<file path="src/hdl/cwrc_pkg.sv">
// Purpose: shared constants for the configuration word and reset control
// Assumes: 10 MHz system clock, 32-bit classic Wishbone register port
// Notes:   one word per register, byte addresses below
package cwrc_pkg;

  ////////////////////////////////////////////////////////////////////////////
  // configuration word layout
  localparam int          CFG_W          = 14;
  localparam int          CFG_CP_BIT     = 13;
  localparam int          CFG_BROWNOUT_THRESHOLD_SELECT_BIT   = 7;
  localparam int          CFG_BROWNOUT_ENABLE_BIT  = 6;
  localparam int          CFG_POWERUP_TIMER_ENABLE_N_BIT  = 3;
  localparam int          CFG_WATCHDOG_ENABLE_BIT   = 2;
  localparam int          CFG_OSC_HI     = 1;
  localparam int          CFG_OSC_LO     = 0;
  localparam logic [13:0] CFG_UNIMPL     = 14'h1f30;
  localparam logic [13:0] CFG_ERASED     = 14'h3fff;

  localparam logic [1:0]  OSC_RC         = 2'h3;
  localparam logic [1:0]  OSC_HS         = 2'h2;
  localparam logic [1:0]  OSC_XT         = 2'h1;
  localparam logic [1:0]  OSC_LP         = 2'h0;

  ////////////////////////////////////////////////////////////////////////////
  // register map
  localparam int          ADR_W          = 8;
  localparam logic [7:0]  REG_CONFIG     = 8'h00;
  localparam logic [7:0]  REG_FLAGS      = 8'h04;
  localparam logic [7:0]  REG_CAUSE      = 8'h08;
  localparam logic [7:0]  REG_IRQ_STAT   = 8'h0c;
  localparam logic [7:0]  REG_IRQ_MASK   = 8'h10;

  localparam int          FLAG_TO_BIT    = 0;
  localparam int          FLAG_PD_BIT    = 1;
  localparam int          FLAG_SLEEP_BIT = 2;

  // reset cause bit positions, shared by cause, status and mask registers
  localparam int          CAUSE_W        = 6;
  localparam int          C_POR          = 0;
  localparam int          C_MASTER_CLEAR_PIN_RUN     = 1;
  localparam int          C_MASTER_CLEAR_PIN_SLEEP   = 2;
  localparam int          C_WDT_RUN      = 3;
  localparam int          C_WDT_WAKE     = 4;
  localparam int          C_BOR          = 5;
  localparam logic [5:0]  CAUSE_RESET    = 6'h01;
  localparam logic [5:0]  MASK_RESET     = 6'h00;

  ////////////////////////////////////////////////////////////////////////////
  // timing
  localparam int          CLK_PERIOD_NS  = 100;
  localparam int          MASTER_CLEAR_PIN_FILT_NS   = 2000;
  localparam int          MASTER_CLEAR_PIN_FILT_CYC  =
    (MASTER_CLEAR_PIN_FILT_NS + CLK_PERIOD_NS - 1) / CLK_PERIOD_NS;

  typedef enum logic [2:0]
  {
    ST_RUN   = 3'b001,
    ST_SLEEP = 3'b010,
    ST_HOLD  = 3'b100
  } cwrc_state_t;

endpackage : cwrc_pkg

</file>
<file path="src/hdl/cwrc_master_clear_pin_filter.sv">
// Purpose: glitch filter for the active-low master clear pin
// Assumes: pin sampled synchronously to clk_i
// Notes:   level changes only after FILT_CYC equal samples in a row
`timescale 1ns/1ps
module cwrc_master_clear_pin_filter
  import cwrc_pkg::*;
#(
  parameter int FILT_CYC = MASTER_CLEAR_PIN_FILT_CYC
)
(
  input  wire logic clk_i,
  input  wire logic rst_i,
  input  wire logic pin_n_i,
  output logic      level_n_o,
  output logic      fall_o
);

  localparam int CW = $clog2(FILT_CYC + 1);
  localparam logic [CW-1:0] LAST = CW'(FILT_CYC - 1);

  logic [CW-1:0] count;

  // a pulse shorter than FILT_CYC samples restarts the count and is dropped
  always_ff @(posedge clk_i)
  begin
    if (rst_i)
    begin
      count     <= '0;
      level_n_o <= 1'b1;
      fall_o    <= 1'b0;
    end
    else
    begin
      fall_o <= 1'b0;
      if (pin_n_i == level_n_o)
        count <= '0;
      else if (count == LAST)
      begin
        count     <= '0;
        level_n_o <= pin_n_i;
        fall_o    <= ~pin_n_i;
      end
      else
        count <= count + CW'(1);
    end
  end

endmodule : cwrc_master_clear_pin_filter

</file>
<file path="src/hdl/cwrc_reset_ctrl.sv">
// Purpose: configuration word decode and reset source classification
// Assumes: all inputs synchronous to clk_i; Wishbone classic slave
// Notes:   reset class outputs steer the core; flags tell software why
`timescale 1ns/1ps
module cwrc_reset_ctrl
  import cwrc_pkg::*;
#(
  parameter logic [13:0] CFG_INIT = CFG_ERASED,
  parameter int          FILT_CYC = MASTER_CLEAR_PIN_FILT_CYC
)
(
  input  wire logic        clk_i,
  input  wire logic        rst_i,
  // wishbone classic slave
  input  wire logic [7:0]  adr_i,
  input  wire logic [31:0] dat_i,
  output logic      [31:0] dat_o,
  input  wire logic        we_i,
  input  wire logic [3:0]  sel_i,
  input  wire logic        cyc_i,
  input  wire logic        stb_i,
  output logic             ack_o,
  // reset sources and core events
  input  wire logic        program_mode_i,
  input  wire logic        supply_good_i,
  input  wire logic        master_clear_pin_n_i,
  input  wire logic        wdt_timeout_i,
  input  wire logic        brownout_detect_i,
  input  wire logic        sleep_i,
  input  wire logic        clrwdt_i,
  input  wire logic        wake_irq_i,
  // master clear pin drive, never used
  output logic             master_clear_pin_o,
  output logic             master_clear_pin_oe_o,
  // decoded configuration
  output logic             code_protect_o,
  output logic             brownout_threshold_select_o,
  output logic             brownout_enable_o,
  output logic             powerup_timer_en_o,
  output logic             watchdog_enable_o,
  output logic      [3:0]  osc_mode_o,
  output logic             ext_clock_ok_o,
  // reset class outputs
  output logic             core_reset_o,
  output logic             por_pulse_o,
  output logic             wake_resume_o,
  output logic             sleeping_o,
  output logic             timeout_flag_o,
  output logic             powerdown_flag_o,
  output logic             irq_o
);

  ////////////////////////////////////////////////////////////////////////////
  // helpers

  function automatic logic [31:0] merge_bytes(input logic [31:0] old_v,
                                              input logic [31:0] new_v,
                                              input logic [3:0]  sel);
    logic [31:0] r;
    r = old_v;
    for (int i = 0; i < 4; i++)
      if (sel[i])
        r[i*8 +: 8] = new_v[i*8 +: 8];
    return r;
  endfunction : merge_bytes

  function automatic logic [31:0] w1c(input logic [31:0] v,
                                      input logic [3:0]  sel);
    logic [31:0] r;
    r = '0;
    for (int i = 0; i < 4; i++)
      if (sel[i])
        r[i*8 +: 8] = v[i*8 +: 8];
    return r;
  endfunction : w1c

  ////////////////////////////////////////////////////////////////////////////
  // declarations

  logic [13:0]     cfg_word;
  logic [13:0]     cfg_view;
  logic [5:0]      cause;
  logic [5:0]      irq_stat;
  logic [5:0]      irq_mask;
  logic [5:0]      next_cause_evt;
  logic            timeout_flag;
  logic            powerdown_flag;
  cwrc_state_t     state;
  cwrc_state_t     next_state;
  logic            por_pend;
  logic            supply_q;
  logic            bor_q;
  logic            master_clear_pin_level_n;
  logic            master_clear_pin_fall;
  logic            por_evt;
  logic            bor_evt;
  logic            wdt_evt;
  logic            hold_src;
  logic            bus_req;
  logic            bus_wr;
  logic [31:0]     rd_word;
  logic [31:0]     wr_cfg;
  logic [5:0]      clr_bits;

  ////////////////////////////////////////////////////////////////////////////
  // configuration word decode

  // stored bits below are ignored where unimplemented, reads force them high
  assign cfg_view = cfg_word | CFG_UNIMPL;

  assign code_protect_o              = ~cfg_word[CFG_CP_BIT];
  assign brownout_threshold_select_o = cfg_word[CFG_BROWNOUT_THRESHOLD_SELECT_BIT];
  assign brownout_enable_o           = cfg_word[CFG_BROWNOUT_ENABLE_BIT];
  // power-up delay depends on its own bit only, never on brown-out enable
  assign powerup_timer_en_o          = ~cfg_word[CFG_POWERUP_TIMER_ENABLE_N_BIT];
  assign watchdog_enable_o           = cfg_word[CFG_WATCHDOG_ENABLE_BIT];

  always_comb
  begin
    unique case (cfg_word[CFG_OSC_HI:CFG_OSC_LO])
      OSC_RC:  osc_mode_o = 4'h8;
      OSC_HS:  osc_mode_o = 4'h4;
      OSC_XT:  osc_mode_o = 4'h2;
      OSC_LP:  osc_mode_o = 4'h1;
    endcase
  end

  // the crystal modes take a driven clock as readily as a crystal
  assign ext_clock_ok_o = (cfg_word[CFG_OSC_HI:CFG_OSC_LO] != OSC_RC);

  // the watchdog acts inside the core only, the pin is never driven
  assign master_clear_pin_o    = 1'b0;
  assign master_clear_pin_oe_o = 1'b0;

  ////////////////////////////////////////////////////////////////////////////
  // reset source detection

  cwrc_master_clear_pin_filter #(
    .FILT_CYC  (FILT_CYC)
  ) u_master_clear_pin_filter (
    .clk_i     (clk_i),
    .rst_i     (rst_i),
    .pin_n_i   (master_clear_pin_n_i),
    .level_n_o (master_clear_pin_level_n),
    .fall_o    (master_clear_pin_fall)
  );

  always_ff @(posedge clk_i)
  begin
    if (rst_i)
    begin
      por_pend <= 1'b1;
      supply_q <= 1'b0;
      bor_q    <= 1'b0;
    end
    else
    begin
      por_pend <= 1'b0;
      supply_q <= supply_good_i;
      bor_q    <= brownout_enable_o & brownout_detect_i;
    end
  end

  // a rising supply, or leaving the system reset, counts as power-on
  assign por_evt = por_pend | (supply_good_i & ~supply_q);
  assign bor_evt = brownout_enable_o & brownout_detect_i & ~bor_q;
  assign wdt_evt = watchdog_enable_o & wdt_timeout_i;

  // levels that keep the core in reset for as long as they last
  assign hold_src = ~supply_good_i | ~master_clear_pin_level_n
                  | (brownout_enable_o & brownout_detect_i);

  ////////////////////////////////////////////////////////////////////////////
  // cause classification, highest priority first

  always_comb
  begin
    next_cause_evt = '0;
    if (por_evt)
      next_cause_evt[C_POR] = 1'b1;
    else if (bor_evt)
      next_cause_evt[C_BOR] = 1'b1;
    else if (master_clear_pin_fall && state == ST_SLEEP)
      next_cause_evt[C_MASTER_CLEAR_PIN_SLEEP] = 1'b1;
    else if (master_clear_pin_fall)
      next_cause_evt[C_MASTER_CLEAR_PIN_RUN] = 1'b1;
    else if (wdt_evt && state == ST_SLEEP)
      next_cause_evt[C_WDT_WAKE] = 1'b1;
    else if (wdt_evt && state == ST_RUN)
      next_cause_evt[C_WDT_RUN] = 1'b1;
  end

  ////////////////////////////////////////////////////////////////////////////
  // operating state

  always_comb
  begin
    next_state = state;
    unique case (state)
      ST_RUN:
        if (hold_src || por_evt)
          next_state = ST_HOLD;
        else if (sleep_i)
          next_state = ST_SLEEP;
      ST_SLEEP:
        if (hold_src || por_evt)
          next_state = ST_HOLD;
        else if (wdt_evt || wake_irq_i)
          next_state = ST_RUN;
      ST_HOLD:
        if (!hold_src && !por_evt)
          next_state = ST_RUN;
      default:
        next_state = ST_HOLD;
    endcase
  end

  always_ff @(posedge clk_i)
  begin
    if (rst_i)
      state <= ST_HOLD;
    else
      state <= next_state;
  end

  assign sleeping_o = (state == ST_SLEEP);

  ////////////////////////////////////////////////////////////////////////////
  // reset class outputs

  // core_reset loads reset state; the unaffected class is not wired to it,
  // so those registers keep their value and only power-on leaves them open
  always_ff @(posedge clk_i)
  begin
    if (rst_i)
    begin
      core_reset_o  <= 1'b1;
      por_pulse_o   <= 1'b0;
      wake_resume_o <= 1'b0;
    end
    else
    begin
      core_reset_o  <= hold_src | por_evt | next_cause_evt[C_WDT_RUN];
      por_pulse_o   <= next_cause_evt[C_POR];
      // watchdog wake resumes execution without touching core state
      wake_resume_o <= next_cause_evt[C_WDT_WAKE]
                     | (sleeping_o & wake_irq_i & ~hold_src & ~por_evt);
    end
  end

  ////////////////////////////////////////////////////////////////////////////
  // timeout and powerdown flags

  always_ff @(posedge clk_i)
  begin
    if (rst_i)
    begin
      timeout_flag   <= 1'b1;
      powerdown_flag <= 1'b1;
    end
    else if (next_cause_evt[C_POR] || next_cause_evt[C_BOR])
    begin
      timeout_flag   <= 1'b1;
      powerdown_flag <= 1'b1;
    end
    else if (next_cause_evt[C_MASTER_CLEAR_PIN_SLEEP])
    begin
      timeout_flag   <= 1'b1;
      powerdown_flag <= 1'b0;
    end
    else if (next_cause_evt[C_WDT_WAKE])
    begin
      timeout_flag   <= 1'b0;
      powerdown_flag <= 1'b0;
    end
    else if (next_cause_evt[C_WDT_RUN])
    begin
      timeout_flag   <= 1'b0;
      powerdown_flag <= 1'b1;
    end
    else if (sleeping_o && wake_irq_i && !hold_src)
    begin
      timeout_flag   <= 1'b1;
      powerdown_flag <= 1'b0;
    end
    else if (state == ST_RUN && sleep_i)
    begin
      timeout_flag   <= 1'b1;
      powerdown_flag <= 1'b0;
    end
    else if (state == ST_RUN && clrwdt_i)
    begin
      timeout_flag   <= 1'b1;
      powerdown_flag <= 1'b1;
    end
    // master clear while running leaves both flags as they were
  end

  assign timeout_flag_o   = timeout_flag;
  assign powerdown_flag_o = powerdown_flag;

  ////////////////////////////////////////////////////////////////////////////
  // wishbone slave

  assign bus_req = cyc_i & stb_i & ~ack_o;
  assign bus_wr  = bus_req & we_i;
  assign wr_cfg  = merge_bytes({18'h0, cfg_word}, dat_i, sel_i);
  assign clr_bits = (bus_wr && adr_i == REG_IRQ_STAT)
                  ? 6'(w1c(dat_i, sel_i)) : 6'h0;

  always_ff @(posedge clk_i)
  begin
    if (rst_i)
      ack_o <= 1'b0;
    else
      ack_o <= bus_req;
  end

  // the word is only reachable in programming mode; writes store 0 for
  // programmed and 1 for erased bits as given, with the unimplemented bits stored as 1
  always_ff @(posedge clk_i)
  begin
    if (rst_i)
      cfg_word <= CFG_INIT;
    else if (bus_wr && adr_i == REG_CONFIG && program_mode_i)
      cfg_word <= wr_cfg[13:0] | CFG_UNIMPL;
  end

  always_ff @(posedge clk_i)
  begin
    if (rst_i)
      irq_mask <= MASK_RESET;
    else if (bus_wr && adr_i == REG_IRQ_MASK && sel_i[0])
      irq_mask <= dat_i[5:0];
  end

  always_ff @(posedge clk_i)
  begin
    if (rst_i)
      cause <= CAUSE_RESET;
    else if (next_cause_evt != 6'h0)
      cause <= next_cause_evt;
  end

  // a new event in the clearing cycle stays set
  always_ff @(posedge clk_i)
  begin
    if (rst_i)
      irq_stat <= 6'h0;
    else
      irq_stat <= (irq_stat & ~clr_bits) | next_cause_evt;
  end

  assign irq_o = |(irq_stat & irq_mask);

  always_comb
  begin
    rd_word = 32'h0;
    unique case (adr_i)
      REG_CONFIG:
        if (program_mode_i)
          rd_word = {18'h0, cfg_view};
      REG_FLAGS:
      begin
        rd_word[FLAG_TO_BIT]    = timeout_flag;
        rd_word[FLAG_PD_BIT]    = powerdown_flag;
        rd_word[FLAG_SLEEP_BIT] = sleeping_o;
      end
      REG_CAUSE:    rd_word = {26'h0, cause};
      REG_IRQ_STAT: rd_word = {26'h0, irq_stat};
      REG_IRQ_MASK: rd_word = {26'h0, irq_mask};
      default:      rd_word = 32'h0;
    endcase
  end

  always_ff @(posedge clk_i)
  begin
    if (rst_i)
      dat_o <= 32'h0;
    else if (bus_req && !we_i)
      dat_o <= rd_word;
    else
      dat_o <= 32'h0;
  end

endmodule : cwrc_reset_ctrl

</file>
<file path="config.mk">
export PLATFORM = sky130hd
export DESIGN_NAME = cwrc_reset_ctrl
export DESIGN_NICKNAME = d
export VERILOG_FILES = /design/src/hdl/cwrc_pkg.sv /design/src/hdl/cwrc_master_clear_pin_filter.sv /design/src/hdl/cwrc_reset_ctrl.sv
export SDC_FILE = /design/constraint.sdc
export NUM_CORES = 1
export LEC_CHECK = 0
export BUFFER_PORTS_ARGS = -buffer_cell sky130_fd_sc_hd__clkbuf_2
export CAP_MARGIN = 20
export CELL_PAD_IN_SITES_DETAIL_PLACEMENT = 1
export CELL_PAD_IN_SITES_GLOBAL_PLACEMENT = 1
export CORE_MARGIN = 4
export CORE_UTILIZATION = 25
export DETAILED_ROUTE_END_ITERATION = 10
export GPL_ROUTABILITY_DRIVEN = 0
export GPL_TIMING_DRIVEN = 0
export PLACE_DENSITY_LB_ADDON = 0.3
export SETUP_SLACK_MARGIN = 0.1
export SLEW_MARGIN = 30
export SYNTH_ARGS = -nofsm -noshare
export SYNTH_HDL_FRONTEND = slang
export SYNTH_HIERARCHICAL = 1
export SYNTH_SLANG_ARGS = --single-unit
</file>
<file path="constraint.sdc">
create_clock -name clk_i -period 2.71 [get_ports clk_i]
set_clock_uncertainty 0.15 [all_clocks]
set_input_delay 0 -clock clk_i [delete_from_list [all_inputs] [get_ports clk_i]]
set_output_delay 0 -clock clk_i [all_outputs]
set_load 0.03 [all_outputs]
</file>
==> results of run 1 <==
report_power, final:
| group | internal [mW] | switching, mW |
|---|---|---|
| Sequential | 0.802 | 0.00659 |
| Combinational | 0.0835 | 0.117 |
| Clock | 0.207 | 0.264 |
| Total | 1.09 | 0.388 |
final timing paths:
| check | from | endpoint | slack, ns | depth (start not counted) |
|---|---|---|---|---|
| hold reg to reg | u_master_clear_pin_filter/count[0] | u_master_clear_pin_filter/count[0] | 0.31 | 1 |
| hold / removal | program_mode_i | dat_o[3] | 0.03 | 5 |
| setup / recovery | adr_i[3] | cfg_word[13] | 0.31 | 7 |
| setup reg to reg | state[1] | dat_o[2] | 0.43 | 6 |
state kept, by name, summed over array words and instances (netlist names):
name and flops:
irq_stat 6, por_pend 1, cfg_word 7, u_master_clear_pin_filter/count 5, ack_o 1, irq_mask 6
dat_o 10, bor_q 1, wake_resume_o 1, u_master_clear_pin_filter/fall_o 1, timeout_flag_o 1, core_reset_o 1
u_master_clear_pin_filter/level_n_o 1, state 3, por_pulse_o 1, supply_q 1, powerdown_flag_o 1, cause 6
cell type report:
| class | count | share of cell area |
|---|---|---|
| inverters | 9 | 0.0103 |
| clock buffers | 7 | 0.0245 |
| flip-flops and latches | 54 | 0.307 |
| multi-input cells | 220 | 0.379 |
| clock inverters | 1 | 0.00142 |
| well taps | 136 | 0.0483 |
| plain buffers | 35 | 0.0643 |
| repair buffers | 89 | 0.165 |
through the flow:
step                setup WS (ns)  hold WS [ns]  instances  total power, mW  area [um2]
floorplan                   0.953        -0.122        318            0.946        2680
global placement            0.812        0.0815        516            0.999        3160
detailed placement          0.823        0.0863        516             1.00        3160
CTS                         0.305        0.0110        551             1.50        3520
global route                0.205        0.0448        551             1.56        3520
finish                      0.314        0.0295        551             1.48        3520
logic make-up (layout without fill, tap and decap cells):
family,count (synthesis),count (layout),share of synthesized area
AO/OA/AOI/OAI,65,65,0.153
XOR/XNOR,4,4,0.0134
adder cells (fa/ha/maj),1,1,0.00480
buffers and inverters,44,141,0.101
flip-flops,54,54,0.415
multiplexers,12,12,0.0465
other,1,20,0.00144
AND/OR/NAND/NOR,118,118,0.265
routing by layer:
layer | vias to the layer above | share of wire | wire [um]
met1 | 1192 | 0.47 | 3750
li1 | 1244 | - | -
met2 | 49 | 0.48 | 3860
met5 | - | 0 | 0
met3 | 8 | 0.038 | 303
met4 | 0 | 0.0081 | 65
what timing repair did:
item                       in CTS  in global routing
hold buffers                   27                  0
hold endpoints to repair       33                  0
gates resized for setup         0                  0
setup endpoints to repair       0                  0
worst max-delay path, stage by stage:
cell           delay [ns]
dlygate4sd3_1        0.53
buf_2                0.19
nor2_1               0.41
and4b_1              0.36
a21oi_1              0.09
a311o_1              0.31
dlygate4sd3_1        0.55
cell usage after synthesis, types with 3 or more instances:
| master | n | area [um2] |
|---|---|---|
| clkbuf_1 | 7 | 26.3 |
| xor2_1 | 3 | 26.3 |
| nand2_1 | 26 | 97.6 |
| nand3_1 | 17 | 85.1 |
| o21ai_0 | 19 | 95.1 |
| a22oi_1 | 5 | 37.5 |
| inv_1 | 8 | 30.0 |
| and2_1 | 5 | 31.3 |
| nand3b_1 | 4 | 30.0 |
| o211ai_1 | 4 | 30.0 |
| nor2b_1 | 10 | 62.6 |
| and3_1 | 5 | 31.3 |
| nor2_1 | 18 | 67.6 |
| buf_4 | 25 | 188 |
| nand4b_1 | 3 | 26.3 |
| nand2b_1 | 3 | 18.8 |
| and3b_1 | 5 | 43.8 |
| dfxtp_1 | 54 | 1080 |
| nor3_1 | 5 | 25.0 |
| and4b_1 | 3 | 30.0 |
| mux2i_1 | 11 | 110 |
| a21oi_1 | 24 | 120 |
==> flow_summary.toml, run 1 <==
[detailed_routing]
routed_wl_mm = 7.98
dr.first_iter.drc_count = 80
drc = 0
ant_nets = 0
dr.pass1.iters = 4
drt-wirelength-per-cell_um = 14.5
vias = 2493
viasPerCell = 4.52

[global_routing]
grt_max_degree = 16
grt_pass1_vias = 2555
grt_pass1_wl_mm = 13.0
grtUsageMet1 = 0.174
grt_util_all_layers = 0.137
grt_overflow = 0
antenna_found_initial = 0
grt_util_met2 = 0.239
grt.met3_usage = 0.0297
busiest_layer = "met2"

[hold_path]
hold_path.class = "input pin to register"

[timing]
setup_viol = 0
period_share = 0.884
drv_slew = 0
max_clock_freq_mhz = 417
hold_viol = 0
fin_crit_ns = 2.40
relSlewSlack = 0.527
worst_pin_slew_ns = 0.707
tns_ns = 0
grt_setup_unrepaired = "no"

[job]
drv_cap = 0

[clocking]
cts_setup_buffers = 0
h-tree-depth = 2
insertion_delay_ns = 0.31
cts_inserted_buffers = 5
cts.sinks = 54
cts_tree = "done"
path_clk_slew_ns = 0.09
cts.path.max_buffers = 2
clock-root-buffer = "clkbuf_8"

[yosys]
synth_ff_type = "dfxtp_1"
synth_cell_types = 51
yosysSeqAreaShare = 0.415
netlist_instances = 299
synth-seq-cells = 54
syn_avg_cell_area_um2 = 8.72
netlist_area_um2 = 2610
synth-edff-count = 0
synthesis.yosys.warnings = 6
async_flop_share = 0

[die]
die-area_um2 = 12100
die_w_um = 110
io_pins = 109
core_um2 = 10200
rows = 37
die_h_um = 110
start_util = 0.255

[setup_path]
critPathArrivalTime_ns = 2.45
cp_max_fo = 10
cp_data_required_time_ns = 2.76
path_class = "input pin to register"
endpoint_kind = "register"
startpoint_type = "input pin"

[cells_and_area]
final_cell_mix = "62 x clkbuf_2, 54 x dfxtp_1, 27 x dlygate4sd3_1"
nets = 472
areaGrowthSynthToFinish_pct = 35.0
postLayoutCoreUtil = 0.344
final_common_cell = "clkbuf_2"
fillers = 1246
seqCellArea_um2 = 1080
drive_above_1_share = 0.251
diodes = 0
multi_input_area_um2 = 1340

[placement]
port_buffers = 62
dp_hpwl_mm = 6.19

[status]
status = "finished clean"

[power_and_ir_drop]
power.leakage_nw = 1.51
power.density_nw_per_um2 = 420
peakVddDrop_mv = 0.199
Note: power is estimated with default switching activity, not from simulation.
==> run 2: changes to the inputs <==
Settings changed: BUFFER_PORTS_ARGS -buffer_cell sky130_fd_sc_hd__clkbuf_2 to default, CTS_CLUSTER_SIZE from default to 28, DONT_BUFFER_PORTS from default to 1.
==> run 2 against run 1 <==
Final area shrank 6.0%. Largest cell class unchanged. Critical path type is now register to register. Cell count fell by 10%. First-iteration DRC count decreased by 13%. Setup slack got worse by 0.044 ns. Combinational power is 9% lower. Power rose by 4.9%.
==> flow_summary.toml, run 2 (synthesized netlist as in run 1, its figures left out) <==
[die]
rows = 37
die_w_um = 110
core_um2 = 10200
start_util = 0.255
io_pins = 109
die-area_um2 = 12100
die_h_um = 110

[power_and_ir_drop]
power_frac_clock = 0.358
p_sw_mw = 0.399
power.density_nw_per_um2 = 469
peakVddDrop_mv = 0.220
p_seq_frac = 0.524
pwr-share-comb = 0.118
p_int_mw = 1.15
switching_share = 0.257
power.leakage_nw = 1.27

[job]
drv_cap = 0

[detailed_routing]
routed_wl_mm = 8.20
dr.pass1.iters = 4
dr.first_iter.drc_count = 70
viasPerCell = 4.65
drt-wirelength-per-cell_um = 16.5
ant_nets = 0
vias = 2305
drc = 0

[global_routing]
grt_max_degree = 18
grt_util_all_layers = 0.140
grt_pass1_wl_mm = 13.0
grt_overflow = 0
grt_pass1_vias = 2453
antenna_found_initial = 0

[cells_and_area]
areaGrowthSynthToFinish_pct = 26.9
largest_reg_flops = 10
largest-register = "dat_o"
nets = 417
final_common_cell = "dfxtp_1"
diodes = 0
drive_above_1_share = 0.122
reg_top3 = "dat_o x10, cfg_word x7"
final_cell_mix = "54 x dfxtp_1, 34 x dlygate4sd3_1, 26 x nand2_1"

[timing]
period_share = 0.900
hold_viol = 0
setup_viol = 0
drv_slew = 0
worst_pin_slew_ns = 0.707
grt_setup_unrepaired = "no"
relSlewSlack = 0.525
worst_slack_ns = 0.270
tns_ns = 0
fin_crit_ns = 2.44
max_clock_freq_mhz = 410

[setup_path]
critPathArrivalTime_ns = 2.55
reg2reg_depth = 6
max_stage_delay_ns = 0.59
startpoint_type = "register"
crit_slowest_cell = "dlygate4sd3_1"
endpoint_kind = "register"
r2r-end = "timeout_flag_o"
path_class = "register to register"
crit_chain = "or3b_4 > inv_4 > and4_1 > nor3_1 > o311ai_2 > dlygate4sd3_1"
reg2reg_from = "state[1]"
cp_max_fo = 8
r2r_slack_ns = 0.27
cp_data_required_time_ns = 2.82

[clocking]
cts_setup_buffers = 0
path_clk_slew_ns = 0.11
clock-root-buffer = "clkbuf_8"
cts.path.max_buffers = 2
cts_tree = "done"
cts.sinks = 54
h-tree-depth = 2
insertion_delay_ns = 0.31
cts_inserted_buffers = 5

[hold_path]
holdPathEnd = "dat_o[1]"
min_from = "program_mode_i"
worstHoldPathCells = 4
hold_path.class = "input pin to register"

[placement]
port_buffers = 0
dp_hpwl_mm = 6.18
preCtsSetupSlack_ns = 0.634

[status]
status = "finished clean"
run 2: changes by cell type in the layout (fill, tap and decap cells not counted):
cell           before  now
bufinv_16           0    1
clkbuf_1            8    7
clkbuf_2           62    0
clkbuf_8            6    5
clkinv_2            1    0
clkinvlp_4          0    2
dlygate4sd3_1      27   34
nor3_1              5    4
nor3_2              0    1
run 2: worst max-delay path by stage:
| stage | from | endpoint | slack, ns | cells after the start |
|---|---|---|---|---|
| global placement | cfg_word[6] | powerdown_flag_o | 0.66 | 4 |
| detailed placement | ack_o | irq_mask[2] | 0.63 | 6 |
| global route | cfg_word[6] | timeout_flag_o | 0.14 | 4 |
| CTS | cfg_word[6] | timeout_flag_o | 0.16 | 5 |
| floorplan | ack_o | irq_mask[0] | 0.95 | 6 |
| finish | state[1] | timeout_flag_o | 0.27 | 6 |
run 2: power by group through the flow:
stage	sequential [mW]	clock (mW)	combinational, mW
after floorplan	0.829	0	0.117
after global placement	0.831	0	0.136
after detailed placement	0.831	0	0.137
after CTS	0.813	0.579	0.181
after global routing	0.814	0.614	0.200
final	0.813	0.556	0.183
run 2: metal layers:
metal | part of all wire | global-route usage | routed length, um
met5 | 0 | 0 | 0
met3 | 0.052 | 0.0320 | 425
met2 | 0.50 | 0.244 | 4080
met1 | 0.44 | 0.175 | 3630
met4 | 0.0085 | 0.0352 | 70
run 2: worst max-delay path: cells and delay by family, from the launching register on:
family	cells	cell delay (ns)
AOI/OAI and AO/OA	1	0.27
buffers and inverters	2	0.77
DFF	1	0.43
and+or+nand+nor	3	0.78
run 2: layout make-up:
type                       count  area, um2
buffer                        35        226
clock buffer                   5       68.8
clock inverter                 3       45.0
fill                        1214       6920
inverter                       9       36.3
multi-input combinational    220       1340
sequential                    54       1080
tap                          136        170
timing repair buffer          34        340
run 2: timing repair:
action | in CTS | in global routing
setup endpoints to repair | 0 | 1
hold buffers | 34 | 0
gates resized for setup | 0 | 1
hold endpoints to repair | 53 | 0
run 2: per-stage QoR:
stage / area (um2) / instances / power [mW] / hold WS (ns) / util
5_1_grt: 3310 / 496 / 1.63 / 0.0501 / 0.323
2_1_floorplan: 2680 / 318 / 0.946 / -0.122 / -
4_1_cts: 3300 / 496 / 1.57 / 0.00816 / 0.323
6_report: 3310 / 496 / 1.55 / 0.0146 / 0.323
3_3_place_gp: 2850 / 454 / 0.966 / -0.121 / 0.278
3_5_place_dp: 2850 / 454 / 0.968 / -0.121 / 0.278
